==> config.mk <==
export PLATFORM = sky130hd
export DESIGN_NAME = rpsc_top
export DESIGN_NICKNAME = d
export VERILOG_FILES = /design/src/rpsc_pkg.sv /design/src/rpsc_sync_if.sv /design/src/rpsc_pin_sync.sv /design/src/rpsc_top.sv
export VERILOG_INCLUDE_DIRS = /design/src
export SDC_FILE = /design/constraint.sdc
export NUM_CORES = 1
export LEC_CHECK = 0
export BUFFER_PORTS_ARGS = -buffer_cell sky130_fd_sc_hd__clkbuf_2
export CAP_MARGIN = 10
export CORE_ASPECT_RATIO = 1.25
export CORE_MARGIN = 2
export CORE_UTILIZATION = 45
export CTS_BUF_LIST = sky130_fd_sc_hd__clkbuf_2 sky130_fd_sc_hd__clkbuf_4 sky130_fd_sc_hd__clkbuf_8
export CTS_CLUSTER_DIAMETER = 30
export CTS_CLUSTER_SIZE = 40
export DETAILED_ROUTE_END_ITERATION = 12
export PLACE_DENSITY = 0.72
export SLEW_MARGIN = 20
export SYNTH_ARGS = -nofsm -noshare
export SYNTH_HDL_FRONTEND = slang
export SYNTH_HIERARCHICAL = 1
export SYNTH_SLANG_ARGS = --single-unit
export TNS_END_PERCENT = 100
==> constraint.sdc <==
create_clock -name clock -period 2.84 [get_ports clock]
set_input_delay 0.142 -clock clock [delete_from_list [all_inputs] [get_ports clock]]
set_output_delay 0.142 -clock clock [all_outputs]
set_load 0.05 [all_outputs]
==> src/rpsc_defs.svh <==
// Purpose: Timing counts and encodings for the remote power-save controller
// Assumes: 40 MHz clock
// Notes: Long counts are defaults of top-level parameters
`ifndef RPSC_DEFS_SVH
`define RPSC_DEFS_SVH
`define RPSC_CLK_HZ 34'h2625a00
`define RPSC_WAKE_TIMER_S 34'h12c
`define RPSC_WAKE_TIMER_CYC (`RPSC_WAKE_TIMER_S * `RPSC_CLK_HZ)
`define RPSC_READY_MS 34'h4b
`define RPSC_MS_PER_S 34'h3e8
`define RPSC_READY_CYC ((`RPSC_READY_MS * `RPSC_CLK_HZ) / `RPSC_MS_PER_S)
`define RPSC_AUTO_SLEEP_CYC 34'h3d0900
`define RPSC_RESYNC_CYC 34'h61a80
// Waking is cut short by the pin synchroniser delay plus slack
`define RPSC_WAKE_MARGIN 34'h8
`define RPSC_CNT_W 34
`define RPSC_ROLE_MASTER 2'h0
`define RPSC_ROLE_REMOTE 2'h1
`define RPSC_ROLE_EXT 2'h2
`define RPSC_AUTO_DOZE_RST 1'h0
`endif

==> src/rpsc_pkg.sv <==
// Purpose: Types for the remote power-save controller
// Assumes: Included definitions header
// Notes: None
package rpsc_pkg;
	typedef enum logic [2:0] {ST_AWAKE, ST_SEARCH, ST_EXT_SLEEP, ST_AUTO_SLEEP, ST_WAKING} rpsc_state_t;
	typedef struct packed {
		logic s1;
		logic s2;
		logic s3;
		logic level;
	} rpsc_sync_t;
endpackage

==> src/rpsc_sync_if.sv <==
// Purpose: Carries the raw and filtered sleep control level
// Assumes: Single clock
// Notes: None
`timescale 1ns/1ps
interface rpsc_sync_if;
	logic rawLevel;
	logic level;
	modport src (input rawLevel, output level);
	modport dst (output rawLevel, input level);
endinterface

==> src/rpsc_pin_sync.sv <==
// Purpose: Three-stage synchroniser for the sleep control pin
// Assumes: Level changes slow compared with the clock
// Notes: Level changes once stages two and three agree
`timescale 1ns/1ps
module rpsc_pin_sync (
	input wire logic clock,
	input wire logic rst,
	rpsc_sync_if.src sy
);
	rpsc_pkg::rpsc_sync_t st_reg;
	rpsc_pkg::rpsc_sync_t st_next;
	always_comb begin
		st_next = st_reg;
		st_next.s1 = sy.rawLevel;
		st_next.s2 = st_reg.s1;
		st_next.s3 = st_reg.s2;
		if (st_reg.s2 == st_reg.s3) begin
			st_next.level = st_reg.s3;
		end
	end
	always_ff @(posedge clock) begin
		if (rst) begin
			st_reg <= '{s1: 1'h1, s2: 1'h1, s3: 1'h1, level: 1'h1};
		end else begin
			st_reg <= st_next;
		end
	end
	assign sy.level = st_reg.level;
	chk_sync_agree: assert property (@(posedge clock) disable iff (rst)
		(st_reg.s2 == st_reg.s3) |=> (st_reg.level == $past(st_reg.s3))) else $error("sync level wrong");
endmodule

==> src/rpsc_top.sv <==
// Purpose: Sleep and automatic doze sequencing for a remote radio unit
// Assumes: 40 MHz clock, synchronous active-high reset
// Notes: Sleep control pin is active low; sleep hides all normal functions
`timescale 1ns/1ps
`include "rpsc_defs.svh"
module rpsc_top #(
	parameter logic [`RPSC_CNT_W-1:0] WAKE_TIMER_CYC = `RPSC_WAKE_TIMER_CYC,
	parameter logic [`RPSC_CNT_W-1:0] READY_CYC = `RPSC_READY_CYC,
	parameter logic [`RPSC_CNT_W-1:0] AUTO_SLEEP_CYC = `RPSC_AUTO_SLEEP_CYC,
	parameter logic [`RPSC_CNT_W-1:0] RESYNC_CYC = `RPSC_RESYNC_CYC
) (
	input wire logic clock,
	input wire logic rst,
	input wire logic [1:0] unitRole,
	input wire logic dozeEnable,
	input wire logic sleepCtlN,
	input wire logic masterAutoDoze,
	input wire logic autoDozeWrite,
	input wire logic autoDozeValue,
	input wire logic syncLocked,
	input wire logic syncMsgSeen,
	input wire logic linkBusy,
	input wire logic dialled,
	output logic functionsOn,
	output logic rxReady,
	output logic txHold,
	output logic autoDozeMode,
	output logic asleep
);
	typedef struct packed {
		rpsc_pkg::rpsc_state_t state;
		logic [`RPSC_CNT_W-1:0] cnt;
		logic autoDoze;
		logic rxReady;
		logic txHold;
	} rpsc_top_t;
	rpsc_top_t st_reg;
	rpsc_top_t st_next;
	rpsc_sync_if sy ();
	logic pinLow;
	logic isRemote;
	logic isMaster;
	assign sy.rawLevel = sleepCtlN;
	rpsc_pin_sync uSync (
		.clock(clock),
		.rst(rst),
		.sy(sy)
	);
	assign isRemote = (unitRole == `RPSC_ROLE_REMOTE);
	assign isMaster = (unitRole == `RPSC_ROLE_MASTER);
	assign pinLow = ~sy.level;
	always_comb begin
		st_next = st_reg;
		st_next.cnt = st_reg.cnt + `RPSC_CNT_W'(1);
		if (autoDozeWrite && isMaster) begin
			st_next.autoDoze = autoDozeValue;
		end else if (isRemote) begin
			st_next.autoDoze = masterAutoDoze;
		end
		st_next.txHold = 1'h0;
		case (st_reg.state)
			rpsc_pkg::ST_AWAKE: begin
				st_next.rxReady = 1'h1;
				if (!syncLocked) begin
					st_next.state = rpsc_pkg::ST_SEARCH;
					st_next.cnt = '0;
				end else if (isRemote && dozeEnable && pinLow && !linkBusy) begin
					st_next.state = rpsc_pkg::ST_EXT_SLEEP;
					st_next.rxReady = 1'h0;
					st_next.cnt = '0;
				end else if (isRemote && st_reg.autoDoze && !dialled && syncMsgSeen && !linkBusy) begin
					st_next.state = rpsc_pkg::ST_AUTO_SLEEP;
					st_next.rxReady = 1'h0;
					st_next.cnt = '0;
				end
				if (isMaster && st_reg.autoDoze && st_reg.cnt >= RESYNC_CYC && !linkBusy) begin
					st_next.txHold = 1'h1;
				end
				if (isMaster && syncMsgSeen) begin
					st_next.cnt = '0;
				end
			end
			rpsc_pkg::ST_SEARCH: begin
				st_next.rxReady = 1'h1;
				if (syncLocked) begin
					st_next.state = rpsc_pkg::ST_AWAKE;
					st_next.cnt = '0;
				end
			end
			rpsc_pkg::ST_EXT_SLEEP: begin
				st_next.rxReady = 1'h0;
				if (!pinLow || !dozeEnable || st_reg.cnt >= WAKE_TIMER_CYC - `RPSC_CNT_W'(1)) begin
					st_next.state = rpsc_pkg::ST_WAKING;
					st_next.cnt = '0;
				end
			end
			rpsc_pkg::ST_AUTO_SLEEP: begin
				st_next.rxReady = 1'h0;
				if (!st_reg.autoDoze || dialled || st_reg.cnt >= AUTO_SLEEP_CYC - `RPSC_CNT_W'(1)) begin
					st_next.state = rpsc_pkg::ST_WAKING;
					st_next.cnt = '0;
				end
			end
			rpsc_pkg::ST_WAKING: begin
				st_next.rxReady = 1'h0;
				if (st_reg.cnt >= READY_CYC - `RPSC_WAKE_MARGIN) begin
					st_next.state = rpsc_pkg::ST_AWAKE;
					st_next.rxReady = 1'h1;
					st_next.cnt = '0;
				end
			end
			default: begin
				st_next.state = rpsc_pkg::ST_AWAKE;
			end
		endcase
	end
	always_ff @(posedge clock) begin
		if (rst) begin
			st_reg.state <= rpsc_pkg::ST_SEARCH;
			st_reg.cnt <= '0;
			st_reg.autoDoze <= `RPSC_AUTO_DOZE_RST;
			st_reg.rxReady <= 1'h0;
			st_reg.txHold <= 1'h0;
		end else begin
			st_reg <= st_next;
		end
	end
	assign asleep = (st_reg.state == rpsc_pkg::ST_EXT_SLEEP) || (st_reg.state == rpsc_pkg::ST_AUTO_SLEEP);
	assign functionsOn = ~asleep;
	assign rxReady = st_reg.rxReady;
	assign txHold = st_reg.txHold;
	assign autoDozeMode = st_reg.autoDoze;
	chk_role_gate: assert property (@(posedge clock) disable iff (rst)
		$rose(st_reg.state == rpsc_pkg::ST_EXT_SLEEP) |-> $past(isRemote)) else $error("non-remote slept");
	chk_ext_enter: assert property (@(posedge clock) disable iff (rst)
		(st_reg.state == rpsc_pkg::ST_EXT_SLEEP) |-> $past(dozeEnable)) else $error("sleep without enable");
	chk_disabled_wake: assert property (@(posedge clock) disable iff (rst)
		(st_reg.state == rpsc_pkg::ST_EXT_SLEEP && !dozeEnable) |=> (st_reg.state == rpsc_pkg::ST_WAKING)) else $error("disabled doze kept");
	chk_release_wake: assert property (@(posedge clock) disable iff (rst)
		(st_reg.state == rpsc_pkg::ST_EXT_SLEEP && !pinLow) |=> (st_reg.state == rpsc_pkg::ST_WAKING)) else $error("release ignored");
	chk_ready_time: assert property (@(posedge clock) disable iff (rst)
		$fell(st_reg.state == rpsc_pkg::ST_WAKING) |-> (rxReady && st_reg.state == rpsc_pkg::ST_AWAKE)) else $error("ready late");
	chk_ready_cnt: assert property (@(posedge clock) disable iff (rst)
		(st_reg.state == rpsc_pkg::ST_WAKING) |-> (st_reg.cnt < READY_CYC)) else $error("wake over 75 ms");
	chk_search_awake: assert property (@(posedge clock) disable iff (rst)
		(st_reg.state == rpsc_pkg::ST_SEARCH && !syncLocked) |=> (st_reg.state == rpsc_pkg::ST_SEARCH)) else $error("search left");
	chk_busy_defer: assert property (@(posedge clock) disable iff (rst)
		(st_reg.state == rpsc_pkg::ST_AWAKE && linkBusy) |=> !asleep) else $error("slept during transfer");
	chk_dial_awake: assert property (@(posedge clock) disable iff (rst)
		(st_reg.state == rpsc_pkg::ST_AUTO_SLEEP && dialled) |=> !asleep) else $error("dialled unit slept");
	chk_hold_master: assert property (@(posedge clock) disable iff (rst)
		txHold |-> $past(isMaster && st_reg.autoDoze)) else $error("hold without doze");
	chk_reset_doze: assert property (@(posedge clock) $fell(rst) |-> !autoDozeMode) else $error("doze set after reset");
	cov_ext_sleep: cover property (@(posedge clock) disable iff (rst) st_reg.state == rpsc_pkg::ST_EXT_SLEEP);
	cov_auto_sleep: cover property (@(posedge clock) disable iff (rst) st_reg.state == rpsc_pkg::ST_AUTO_SLEEP);
	cov_wake_ready: cover property (@(posedge clock) disable iff (rst) $rose(rxReady));
	cov_tx_hold: cover property (@(posedge clock) disable iff (rst) txHold);
endmodule

==> Word-level counts from Yosys, hierarchy flattened <==
Index checks and enable logic that the tools add are counted.
{ "classes": {"mux": 18, "n_bitwise": 3, "n_reduce_logical": 28, "n_eq_ne": 11, "n_lt_le_gt_ge": 4, "addsub": 1} }
{ "ops": {"columns": ["op", "n"], "rows": [
  ["$mux W37", 7],
  ["$pmux W34 S5", 1],
  ["$ge A34 B22 Y1 const B", 2],
  ["$add A34 B1 Y34 const B", 1],
  ["$ge A34 B19 Y1 const B", 1],
  ["$ge A34 B34 Y1 const B", 1],
  ["$mux W34", 1],
  ["$pmux W3 S5", 1],
  ["$logic_and A1 B1 Y1", 12],
  ["$ne A2 B2 Y1 const B", 4],
  ["$mux W1", 7],
  ["$eq A3 B2 Y1 const B", 2],
  ["$logic_or A1 B1 Y1", 5],
  ["$reduce_and A5 Y1", 1],
  ["$logic_not A1 Y1", 4],
  ["$ne A4 B4 Y1 const B", 1],
  ["$pmux W1 S4", 1],
  ["$reduce_bool A4 Y1", 1],
  ["$reduce_or A2 Y1", 2],
  ["$eq A3 B1 Y1 const B", 1],
  ["$eq A3 B3 Y1 const B", 1],
  ["$logic_not A3 Y1", 1],
  ["$not A1 Y1", 3],
  ["$eq A2 B1 Y1 const B", 1],
  ["other kinds (3)", 3]
]} }
{ "word_totals": {"out_inout_bits": 5, "wordCells": 74, "regBits": 44} }

==> Longest topological paths before layout <==
Gate-level depths: netlist of run 1.
{ "depth": {"word_depth": 10, "mapped_depth": 8} }

==> By module <==
Netlist of run 1, hierarchy kept.
{ "by_module_without_submodules": {"columns": ["mod", "cells_each", "n_inst", "area_per_inst_um2"], "rows": [
  ["rpsc_top", 273, 1, 2466.1],
  ["rpsc_pin_sync", 10, 1, 115.1]
]} }

==> Worst setup path before layout of run 1 <==
No wires, ideal clock.
{ "synth_timing": {"kind": "reg-to-reg", "from": "register st_reg[3] in the netlist's numbering", "to": "register st_reg[33] in the netlist's numbering", "period_less_slack_ns": 2.250, "path_stages_with_launch": 9, "slack_ns": 0.590, "t_required_ns": 2.725, "n_path_buf": 1, "setup_ns": 0.115, "arrival_time_ns": 2.135, "path_cell_list": "dfxtp_1 > ha_1 > and4_4 > a21oi_2 > o2111ai_1 > a21oi_4 > o41ai_4 > buf_6 > nor2_2"} }
{ "synth_via": {"elab_chain_len": 6, "word_cells_on_any_way": 15} }
{ "synth_rtl": {"columns": ["item", "line", "rtl"], "rows": [
  ["start, declared", "rpsc_top.sv:37", "rpsc_top_t st_reg;"],
  ["start signal, assigned", "rpsc_top.sv:125", "st_reg <= st_next;"],
  ["$add A34 B1 Y34", "rpsc_top.sv:54", "st_next.cnt = st_reg.cnt + `RPSC_CNT_W'(1);"],
  ["$mux W37", "rpsc_top.sv:71", "end else if (isRemote && st_reg.autoDoze && !dialled && syncMsgSeen && !linkBusy) begin"],
  ["$mux W37", "rpsc_top.sv:67", "end else if (isRemote && dozeEnable && pinLow && !linkBusy) begin"],
  ["$mux W37", "rpsc_top.sv:64", "if (!syncLocked) begin"],
  ["$mux W34", "rpsc_top.sv:79", "if (isMaster && syncMsgSeen) begin"],
  ["$pmux W34 S5 *", "rpsc_top.sv:61", "case (st_reg.state)"]
]} }
Every way passes the cells marked *; elsewhere a longest branch is shown, timed or not. The select of a mux whose other input is x is not followed.
A chain may end at the register's enable or synchronous reset.

==> Worst setup path after layout of run 1 <==
{ "layout_timing": {"from": "register st_reg[3] in the netlist's numbering", "to": "register st_reg[35] in the netlist's numbering"} }
Same word-level chain as after synthesis.

==> metrics.cfg, run 1 <==
[yosys]
syn_area_um2 = 2580
synth_seq_area_share_pct = 34.1
yosys-top-cells-area = dfxtp_1 34%, nor2_2 7.8%, xor2_1 7.1%, nand3_1 4.5%, buf_6 4.4%
synthTopCellsByCount = 44 x dfxtp_1, 32 x nor2_2, 23 x nand3_1, 22 x nor2_1, 21 x xor2_1
yosys.area.top_type = dfxtp_1
yosysWarnings = 6
synth_edf_count = 0
ys_ff_latch = 44
syn_nets = 298
async_flop_share_pct = 0
synth_flop_cell = dfxtp_1
yosysMostFrequentCell = dfxtp_1
synth_cell_type_count = 61
syn_avg_cell_area_um2 = 9.12
synth_cells = 283
yosysTopAreaCellShare_pct = 34.1

[placement]
dpl_cell_area_um2 = 2630
dp_hpwl_mm = 3.54
place_inst = 353
port_buffers = 17
place_ws_ns = 0.463
routabilityCongestion = 0.876

[routing]
firstDrtPassIters = 4
vias_per_cell = 5.49
wl_per_cell_um = 13.4
vias = 1978
wl_mm = 4.83
drt_iter0_markers = 145
drc = 0
drtAntennaViolNets = 0

[timing]
worst_pin_slew_ns = 0.478
timing.hold.ws_ns = 0.0118
timing.final.crit_share_pct = 83.3
timing.setup.tns_ns = 0
finClkSkew_ns = 0.00904
drv_slew = 0
fin_crit_ns = 2.37
finalHoldViolCount = 0
max_freq_mhz = 423
relSlewSlack_pct = 67.3
rsz0062_at_grt = false
finalWorstSetupSlack_ns = 0.474
setup_viol = 0

[power_and_ir_drop]
combPwrFrac_pct = 6.7
power.share.clock_pct = 35.2
finalPower_mw = 1.09
power_frac_seq_pct = 58.1
p_leak_nw = 0.963
p_int_uw = 828
cellPowerDensity_nw_per_um2 = 401
ir_drop_uv = 191
switching_share_pct = 23.7
netSwitchingPower_uw = 257

[global_routing]
grt_start_max_net_pins = 19
track_usage_pct = 16.5
overflow = 0
grt_pass1_wl_mm = 8.20
grt_pass1_vias = 1792
grt_antenna_before_repair = 0

[final_layout]
areaGrowthSynthToFinish_pct = 4.85
nNetsFinal = 311
largest_reg_flops = 37
fin_util_pct = 49.4
drive_gt1_share_pct = 28.7
diodes = 0
postLayoutCellArea_um2 = 2710
fin_cells = 360

[critical_path]
arrival_ns = 2.56
r2r_start = st_reg[3]
path_class = reg -> reg
crit_required_ns = 3.03
cp_max_fo = 18
r2r_slack_ns = 0.47
reg2regPathDepth = 8
r2r-end = st_reg[35]
endpoint_kind = register
worstSetupStartpointType = register

[die]
dieHeight_um = 88.7
die_x_um = 71.7
io_pins = 18
dieArea_um2 = 6360
placementRows = 30
initial_core_util_pct = 47.1
core-area_um2 = 5480

[hold_path]
hold_class = in -> reg
whs_path_depth = 2
min-delay-start = sleepCtlN
whs_endpoint = uSync/st_next[2]

[clock_network]
cts_buffer_depth = 2
cts_hold_buffers = 0
cts-root-buf = clkbuf_8
cts_buffers = 5
clock-sinks = 44
clk_latency_ns = 0.30
clkSlewWorstSetupHoldPaths_ns = 0.08
cts_setup_buffers = 0
cts_tree = yes
cts-resized-gates = 0
htree_levels = 2

[job]
cap_violations = 0

[status]
status = finished clean

==> cell type report <==
cell class,count,area [um^2]
fill,526,2770
tap,64,80.1
sequential,44,881
multi-input combinational,218,1530
clock inverter,1,5.00
inverter,7,26.3
clock buffer,6,76.3
timing repair buffer,20,108
==> critical path, cell delays in order, from the launching register on <==
cell       delay (ns)
dfxtp_1          0.40
ha_1             0.26
and4_4           0.29
a21oi_2          0.08
o2111ai_1        0.31
a21oi_4          0.12
o41ai_4          0.37
buf_4            0.34
nor2_1           0.08
==> power groups by stage <==
stage                     logic, mW  clock network, mW  registers [mW]
after floorplan              0.0494                  0           0.650
after global placement       0.0731                  0           0.645
after detailed placement     0.0735                  0           0.646
after CTS                    0.0740              0.397           0.631
after global routing         0.0791              0.425           0.632
final                        0.0728              0.381           0.631
==> placed cells by master (no fill, tap or decap), types with 3 or more instances in the layout <==
cell,instances
and3_1,7
nand3_1,23
nor4_1,4
and4_1,3
dfxtp_1,44
clkbuf_8,5
o21a_1,3
nor3_1,5
clkbuf_2,17
nor2_1,22
a211oi_1,3
xnor2_1,11
a21oi_1,8
nor2_2,32
nor3b_1,3
xor2_1,21
inv_1,7
or2_1,3
nand2_1,17
nand4_1,6
buf_4,3
==> worst max-delay path by stage <==
stage	endpoint	depth (start not counted)	start
CTS	st_reg[35]	8	st_reg[3]
detailed placement	st_reg[35]	8	st_reg[3]
global route	st_reg[27]	8	st_reg[3]
finish	st_reg[35]	8	st_reg[3]
global placement	st_reg[35]	8	st_reg[3]
floorplan	st_reg[33]	8	st_reg[3]
==> per-layer routing <==
layer	vias to the layer above	part of all wire (%)	global-route usage [%]
li1	1012	-	-
met1	917	46	20.2
met2	37	47	26.7
met3	12	3.3	3.42
met4	0	3.3	10.1
met5	-	0	0
==> cells by family (layout without fill, tap and decap cells) <==
group / Yosys count / after routing / synth area share (%)
AND/OR/NAND/NOR: 149 / 149 / 35.5
flip-flops: 44 / 44 / 34.1
AO/OA/AOI/OAI: 35 / 35 / 11.9
XOR/XNOR: 32 / 32 / 10.9
buffers and inverters: 21 / 34 / 6.59
adder cells (fa/ha/maj): 2 / 2 / 0.969
Note: power is estimated with default switching activity, not from simulation.
==> inputs of run 2 (changes only) <==
Settings changed: PLACE_DENSITY 0.72 to 0.75.
Clock period 2.84 ns to 2.15 ns, I/O delays scaled along.
==> run 2 against run 1 <==
Compared with the run above:
- non-clock buffer count up 33
- utilization up 5.5 points
- hold slack improved by 0.084 ns
- sequential power up 32%
- worst setup slack worse by 0.47 ns
- power up 36%
- sequential share of layout area fell by 3.2 points
- die area did not move
- first-iteration DRC count down 22%
- clock skew down 0.0041 ns
- cell area rose by 11%
- critical path type unchanged
- highest routed layer unchanged
==> metrics.cfg, run 2 (same netlist as run 1, synthesis figures left out) <==
[die]
io_pins = 18
placementRows = 30
dieHeight_um = 88.7
initial_core_util_pct = 47.1
core-area_um2 = 5480
dieArea_um2 = 6360
die_x_um = 71.7

[routing]
drc = 0
drt_iter0_markers = 113
wl_per_cell_um = 13.8
firstDrtPassIters = 4
vias_per_cell = 5.36
wl_mm = 5.43
drtAntennaViolNets = 0
vias = 2112

[final_layout]
drive_gt1_share_pct = 37.6
layout_commonest_cell = dfxtp_1
nNetsFinal = 344
fin_util_pct = 54.9
diodes = 0
final_cell_mix = 41 x dfxtp_1, 34 x buf_4, 32 x nor2_2
multi_input_area_um2 = 1560
regArea_um2 = 885
largest_reg_flops = 37
final.fill_count = 503
areaGrowthSynthToFinish_pct = 16.6
fin_cells = 394

[timing]
timing.final.crit_share_pct = 100
finalWorstSetupSlack_ns = 0.000293
relSlewSlack_pct = 67.6
max_freq_mhz = 465
setup_viol = 0
timing.setup.tns_ns = 0
finalHoldViolCount = 0
rsz0062_at_grt = true
worst_pin_slew_ns = 0.484
finClkSkew_ns = 0.00499
fin_crit_ns = 2.15
drv_slew = 0

[critical_path]
r2r_start = st_reg[30]
reg2regPathDepth = 7
r2r-end = st_reg[7]
endpoint_kind = register
path_class = reg -> reg
path_cells = nand4_1, nor4b_4, nand3_2, and3_4, o41ai_4, buf_12, nor2_1
crit_end = st_reg[7]
r2r_slack_ns = 0.0003
cp_max_fo = 27
slowest_delay_ns = 0.42
slowest_stage = dfxtp_1
crit_required_ns = 2.34
startpoint = st_reg[30]
arrival_ns = 2.34
worstSetupStartpointType = register

[power_and_ir_drop]
power.share.clock_pct = 36.2
p_leak_nw = 1.16
switching_share_pct = 23.9
power_frac_seq_pct = 56.4
finalPower_mw = 1.48
cellPowerDensity_nw_per_um2 = 491
ir_drop_uv = 342
combPwrFrac_pct = 7.4
p_int_mw = 1.12
netSwitchingPower_uw = 353

[global_routing]
grt_pass1_vias = 2088
grt_pass1_wl_mm = 9.43
grt_antenna_before_repair = 0
grt_start_max_net_pins = 28
overflow = 0
track_usage_pct = 18.8

[placement]
port_buffers = 17
dp_hpwl_mm = 4.19
routabilityCongestion = 0.894
place_ws_ns = -0.00887
place_inst = 385

[clock_network]
cts-root-buf = clkbuf_8
clkSlewWorstSetupHoldPaths_ns = 0.08
cts_buffers = 5
cts_setup_buffers = 0
cts_buffer_depth = 2
cts_tree = yes
clock-sinks = 44
clk_latency_ns = 0.30
htree_levels = 2

[hold_path]
hold_class = in -> reg

[status]
status = finished clean

[job]
cap_violations = 0

## run 2: power by group through the flow
stage	sequential [mW]	clock (mW)	combinational (mW)
after CTS	0.833	0.554	0.110
after global placement	0.852	0	0.107
final	0.833	0.536	0.109
after global routing	0.835	0.582	0.119
after floorplan	0.860	0	0.0647
after detailed placement	0.852	0	0.109
## run 2: worst min path at each step
stage | from | slack [ns] | endpoint | cells past startpoint
after floorplan | rst | 0.18 | st_reg[39] | 1
after global placement | sleepCtlN | 0.29 | uSync/st_next[2] | 2
after global routing | linkBusy | 0.1 | txHold | 4
after CTS | linkBusy | 0.09 | txHold | 4
after detailed placement | sleepCtlN | 0.30 | uSync/st_next[2] | 2
final | linkBusy | 0.1 | txHold | 4
## run 2: per-layer routing
metal	global-route usage, %	share of wire (%)	wire length (um)	vias to the layer above
li1	-	-	-	1073
met1	21.6	41	2240	985
met2	34.3	52	2850	44
met3	3.53	4.1	221	10
met4	7.20	2.1	116	0
met5	0	0	0	-
## run 2: cell type report
cell class                      instances  area share, %
Sequential cell                        44           29.4
Multi-Input combinational cell        218           51.7
Clock buffer                            6           2.74
Clock inverter                          2          0.333
Tap cell                               64           2.66
Inverter                                7          0.873
Timing Repair Buffer                   53           12.3
## run 2: per-stage QoR
| step | cell area [um^2] | hold WS, ns |
|---|---|---|
| floorplan | 2590 | 0.177 |
| global placement | 2890 | 0.290 |
| detailed placement | 2890 | 0.298 |
| CTS | 3000 | 0.0933 |
| global route | 3010 | 0.0994 |
| finish | 3010 | 0.0961 |
## run 2: what timing repair did
item                       CTS  global route
gates resized for setup      4             1
hold buffers                 1             0
setup endpoints to repair   33            34
hold endpoints to repair     1             0
## run 2: critical path: cells and delay by family, from the launching register on
kind	cells	cell delay, ns
buffers and inverters	1	0.26
AOI/OAI and AO/OA	1	0.42
and+or+nand+nor	5	0.94
DFF	1	0.42
==> inputs of run 3 (changes only) <==
Settings changed: ABC_AREA from default to 1, CORE_ASPECT_RATIO 1.25 to 0.6, PLACE_DENSITY 0.75 to 0.74.
==> run 3 against run 2 <==
Compared with the run above:
- sequential share of layout area decreased by 2.3 points
- utilization decreased by 1.1 points
- non-clock buffer count decreased by 26
- synthesized area increased by 9.3%
- count of clock-buffer cells in the layout unchanged
- routed wire length increased by 51%
- cell area increased by 8.8%
- final cell count increased by 46%
==> metrics.cfg, run 3 <==
[status]
status = finished clean

[placement]
port_buffers = 17
dp_hpwl_mm = 6.14
dpl_cell_area_um2 = 3030
place_inst = 562
routabilityCongestion = 0.951

[global_routing]
overflow = 0
grt_start_max_net_pins = 29
track_usage_pct = 23.3
grt_antenna_before_repair = 0
grt_pass1_wl_mm = 12.7
grt_pass1_vias = 2573

[final_layout]
nNetsFinal = 507
drive_gt1_share_pct = 14.8
largest_reg_flops = 37
final_cell_mix = 101 x nor2_1, 91 x nand2_1, 68 x inv_1
final.fill_count = 609
diodes = 0
fin_util_pct = 53.8
fin_cells = 577
areaGrowthSynthToFinish_pct = 16.1
layout_commonest_cell = nor2_1
postLayoutCellArea_um2 = 3270

[routing]
drt_iter0_markers = 339
drtAntennaViolNets = 0
vias = 3012
vias_per_cell = 5.22
wl_per_cell_um = 14.2
wl_mm = 8.21
drc = 0
firstDrtPassIters = 5

[yosys]
syn_area_um2 = 2820
synth_edf_count = 0
synthTopCellsByCount = 107 x nor2_1, 91 x nand2_1, 68 x inv_1, 44 x dfxtp_1, 44 x nand3_1
syn_nets = 473
synthAdderAreaFrac_pct = 0.887
synthXorXnorAreaFrac_pct = 5.90
yosysMostFrequentCell = nor2_1
synth_seq_area_share_pct = 31.2
yosysWarnings = 6
synth_cells = 458
synth.mux.area_fraction_pct = 0
yosys.area.top_type = dfxtp_1
yosys.area_share.simple_pct = 46.3
yosys-top-cells-area = dfxtp_1 31%, nor2_1 14%, nand2_1 12%, inv_1 9.0%, nand3_1 7.8%
ys_ff_latch = 44
synth_top_family_by_area = simple AND/OR/NAND/NOR gates
synth_compound_area_share_pct = 5.54
synth_cell_type_count = 33
yosysTopAreaCellShare_pct = 31.2
async_flop_share_pct = 0
synth_flop_cell = dfxtp_1
syn_avg_cell_area_um2 = 6.16

[die]
dieHeight_um = 65.3
placementRows = 22
core-area_um2 = 6080
dieArea_um2 = 6940
initial_core_util_pct = 46.4
io_pins = 18
die_x_um = 106

[timing]
finClkSkew_ns = 0.00826
max_freq_mhz = 487
worst_pin_slew_ns = 0.824
fin_crit_ns = 2.05
drv_slew = 0
setup_viol = 0
finalHoldViolCount = 0
timing.final.crit_share_pct = 95.5
relSlewSlack_pct = 45.0
timing.setup.tns_ns = 0

[critical_path]
cp_max_fo = 7
slowest_stage = dfxtp_2
r2r-end = st_reg[17]
crit_required_ns = 2.35
worstSetupStartpointType = register
path_cells = ha_2, nand2_1, nor2_4, nand2_4, inv_1, nand3_1, nand2_1, inv_1, nand3_1, nand4_4, nand2_4, nor2_1
slowest_delay_ns = 0.35
startpoint = st_reg[4]
r2r_start = st_reg[4]
r2r_slack_ns = 0.1
endpoint_kind = register
reg2regPathDepth = 12
path_class = reg -> reg
crit_end = st_reg[17]
arrival_ns = 2.25

[clock_network]
cts-root-buf = clkbuf_8
cts_buffers = 5
cts_buffer_depth = 2
cts_tree = yes
clkSlewWorstSetupHoldPaths_ns = 0.09
htree_levels = 2
clk_latency_ns = 0.30
clock-sinks = 44

[power_and_ir_drop]
p_leak_nw = 1.40
cellPowerDensity_nw_per_um2 = 468
finalPower_mw = 1.53
ir_drop_uv = 266

[job]
cap_violations = 0

[hold_path]
hold_class = in -> reg

-- run 3: cell types whose count changed in the layout (fill, tap and decap cells not counted), moves of 19 or more --
cell and change:
nand3_1 +19, nor2_1 +79, inv_1 +61, buf_4 -25, nand2_1 +74, nor2_2 -22
-- run 3: area by class of cell --
| cell class | instances | area (um^2) | share of cell area [%] |
|---|---|---|---|
| clock buffers | 6 | 82.6 | 2.52 |
| clock inverters | 2 | 15.0 | 0.459 |
| inverters | 69 | 259 | 7.91 |
| multi-input cells | 345 | 1760 | 53.9 |
| flip-flops and latches | 44 | 886 | 27.1 |
| well taps | 84 | 105 | 3.21 |
| repair buffers | 27 | 163 | 4.97 |
-- run 3: logic make-up after synthesis --
kind of cell / count (synthesis)
buffers and inverters: 72
flip-flops: 44
adder cells (fa/ha/maj): 2
AO/OA/AOI/OAI: 27
AND/OR/NAND/NOR: 294
XOR/XNOR: 19
-- run 3: worst min path at each step --
stage | from | to | slack (ns) | cells after the start
floorplan | rst | st_reg[33] | 0.19 | 1
global placement | sleepCtlN | uSync/st_next[2] | 0.28 | 2
detailed placement | sleepCtlN | uSync/st_next[2] | 0.32 | 2
CTS | sleepCtlN | uSync/st_next[2] | 0.003 | 2
global route | rst | st_reg[33] | 0.11 | 2
finish | rst | st_reg[33] | 0.09 | 2
-- run 3: repair_timing --
action                                  4_1_cts  5_1_grt
setup buffers                                 0        3
resized for setup                             0       22
endpoints found under the hold margin         0        1
endpoints found under the setup margin        0       36
hold buffers                                  0        1
-- run 3: where the power goes --
part	switching (mW)	internal, mW
logic	0.0935	0.0412
registers	0.00690	0.824
clock network	0.307	0.261
-- run 3: metrics by stage --
stage          worst slack, ns  hold WS, ns
6_report                0.0960       0.0934
5_1_grt                -0.0169        0.107
4_1_cts                 0.0477      0.00286
3_5_place_dp            0.0793        0.318
3_3_place_gp             0.122        0.284
2_1_floorplan           0.0732        0.187
-- run 3: critical path: cells and delay by family (launching register included) --
family,cells,cell delay (ns)
DFF,1,0.35
adders and majority gates,1,0.19
and+or+nand+nor,9,1.26
buffers and inverters,2,0.13
-- run 3: per-layer routing --
metal | up-vias | part of all wire, % | global-route usage (%)
met5 | - | 0 | 0
met4 | 0 | 0.55 | 4.44
met3 | 4 | 11 | 6.25
met2 | 145 | 37 | 30.3
met1 | 1347 | 51 | 37.2
li1 | 1516 | - | -
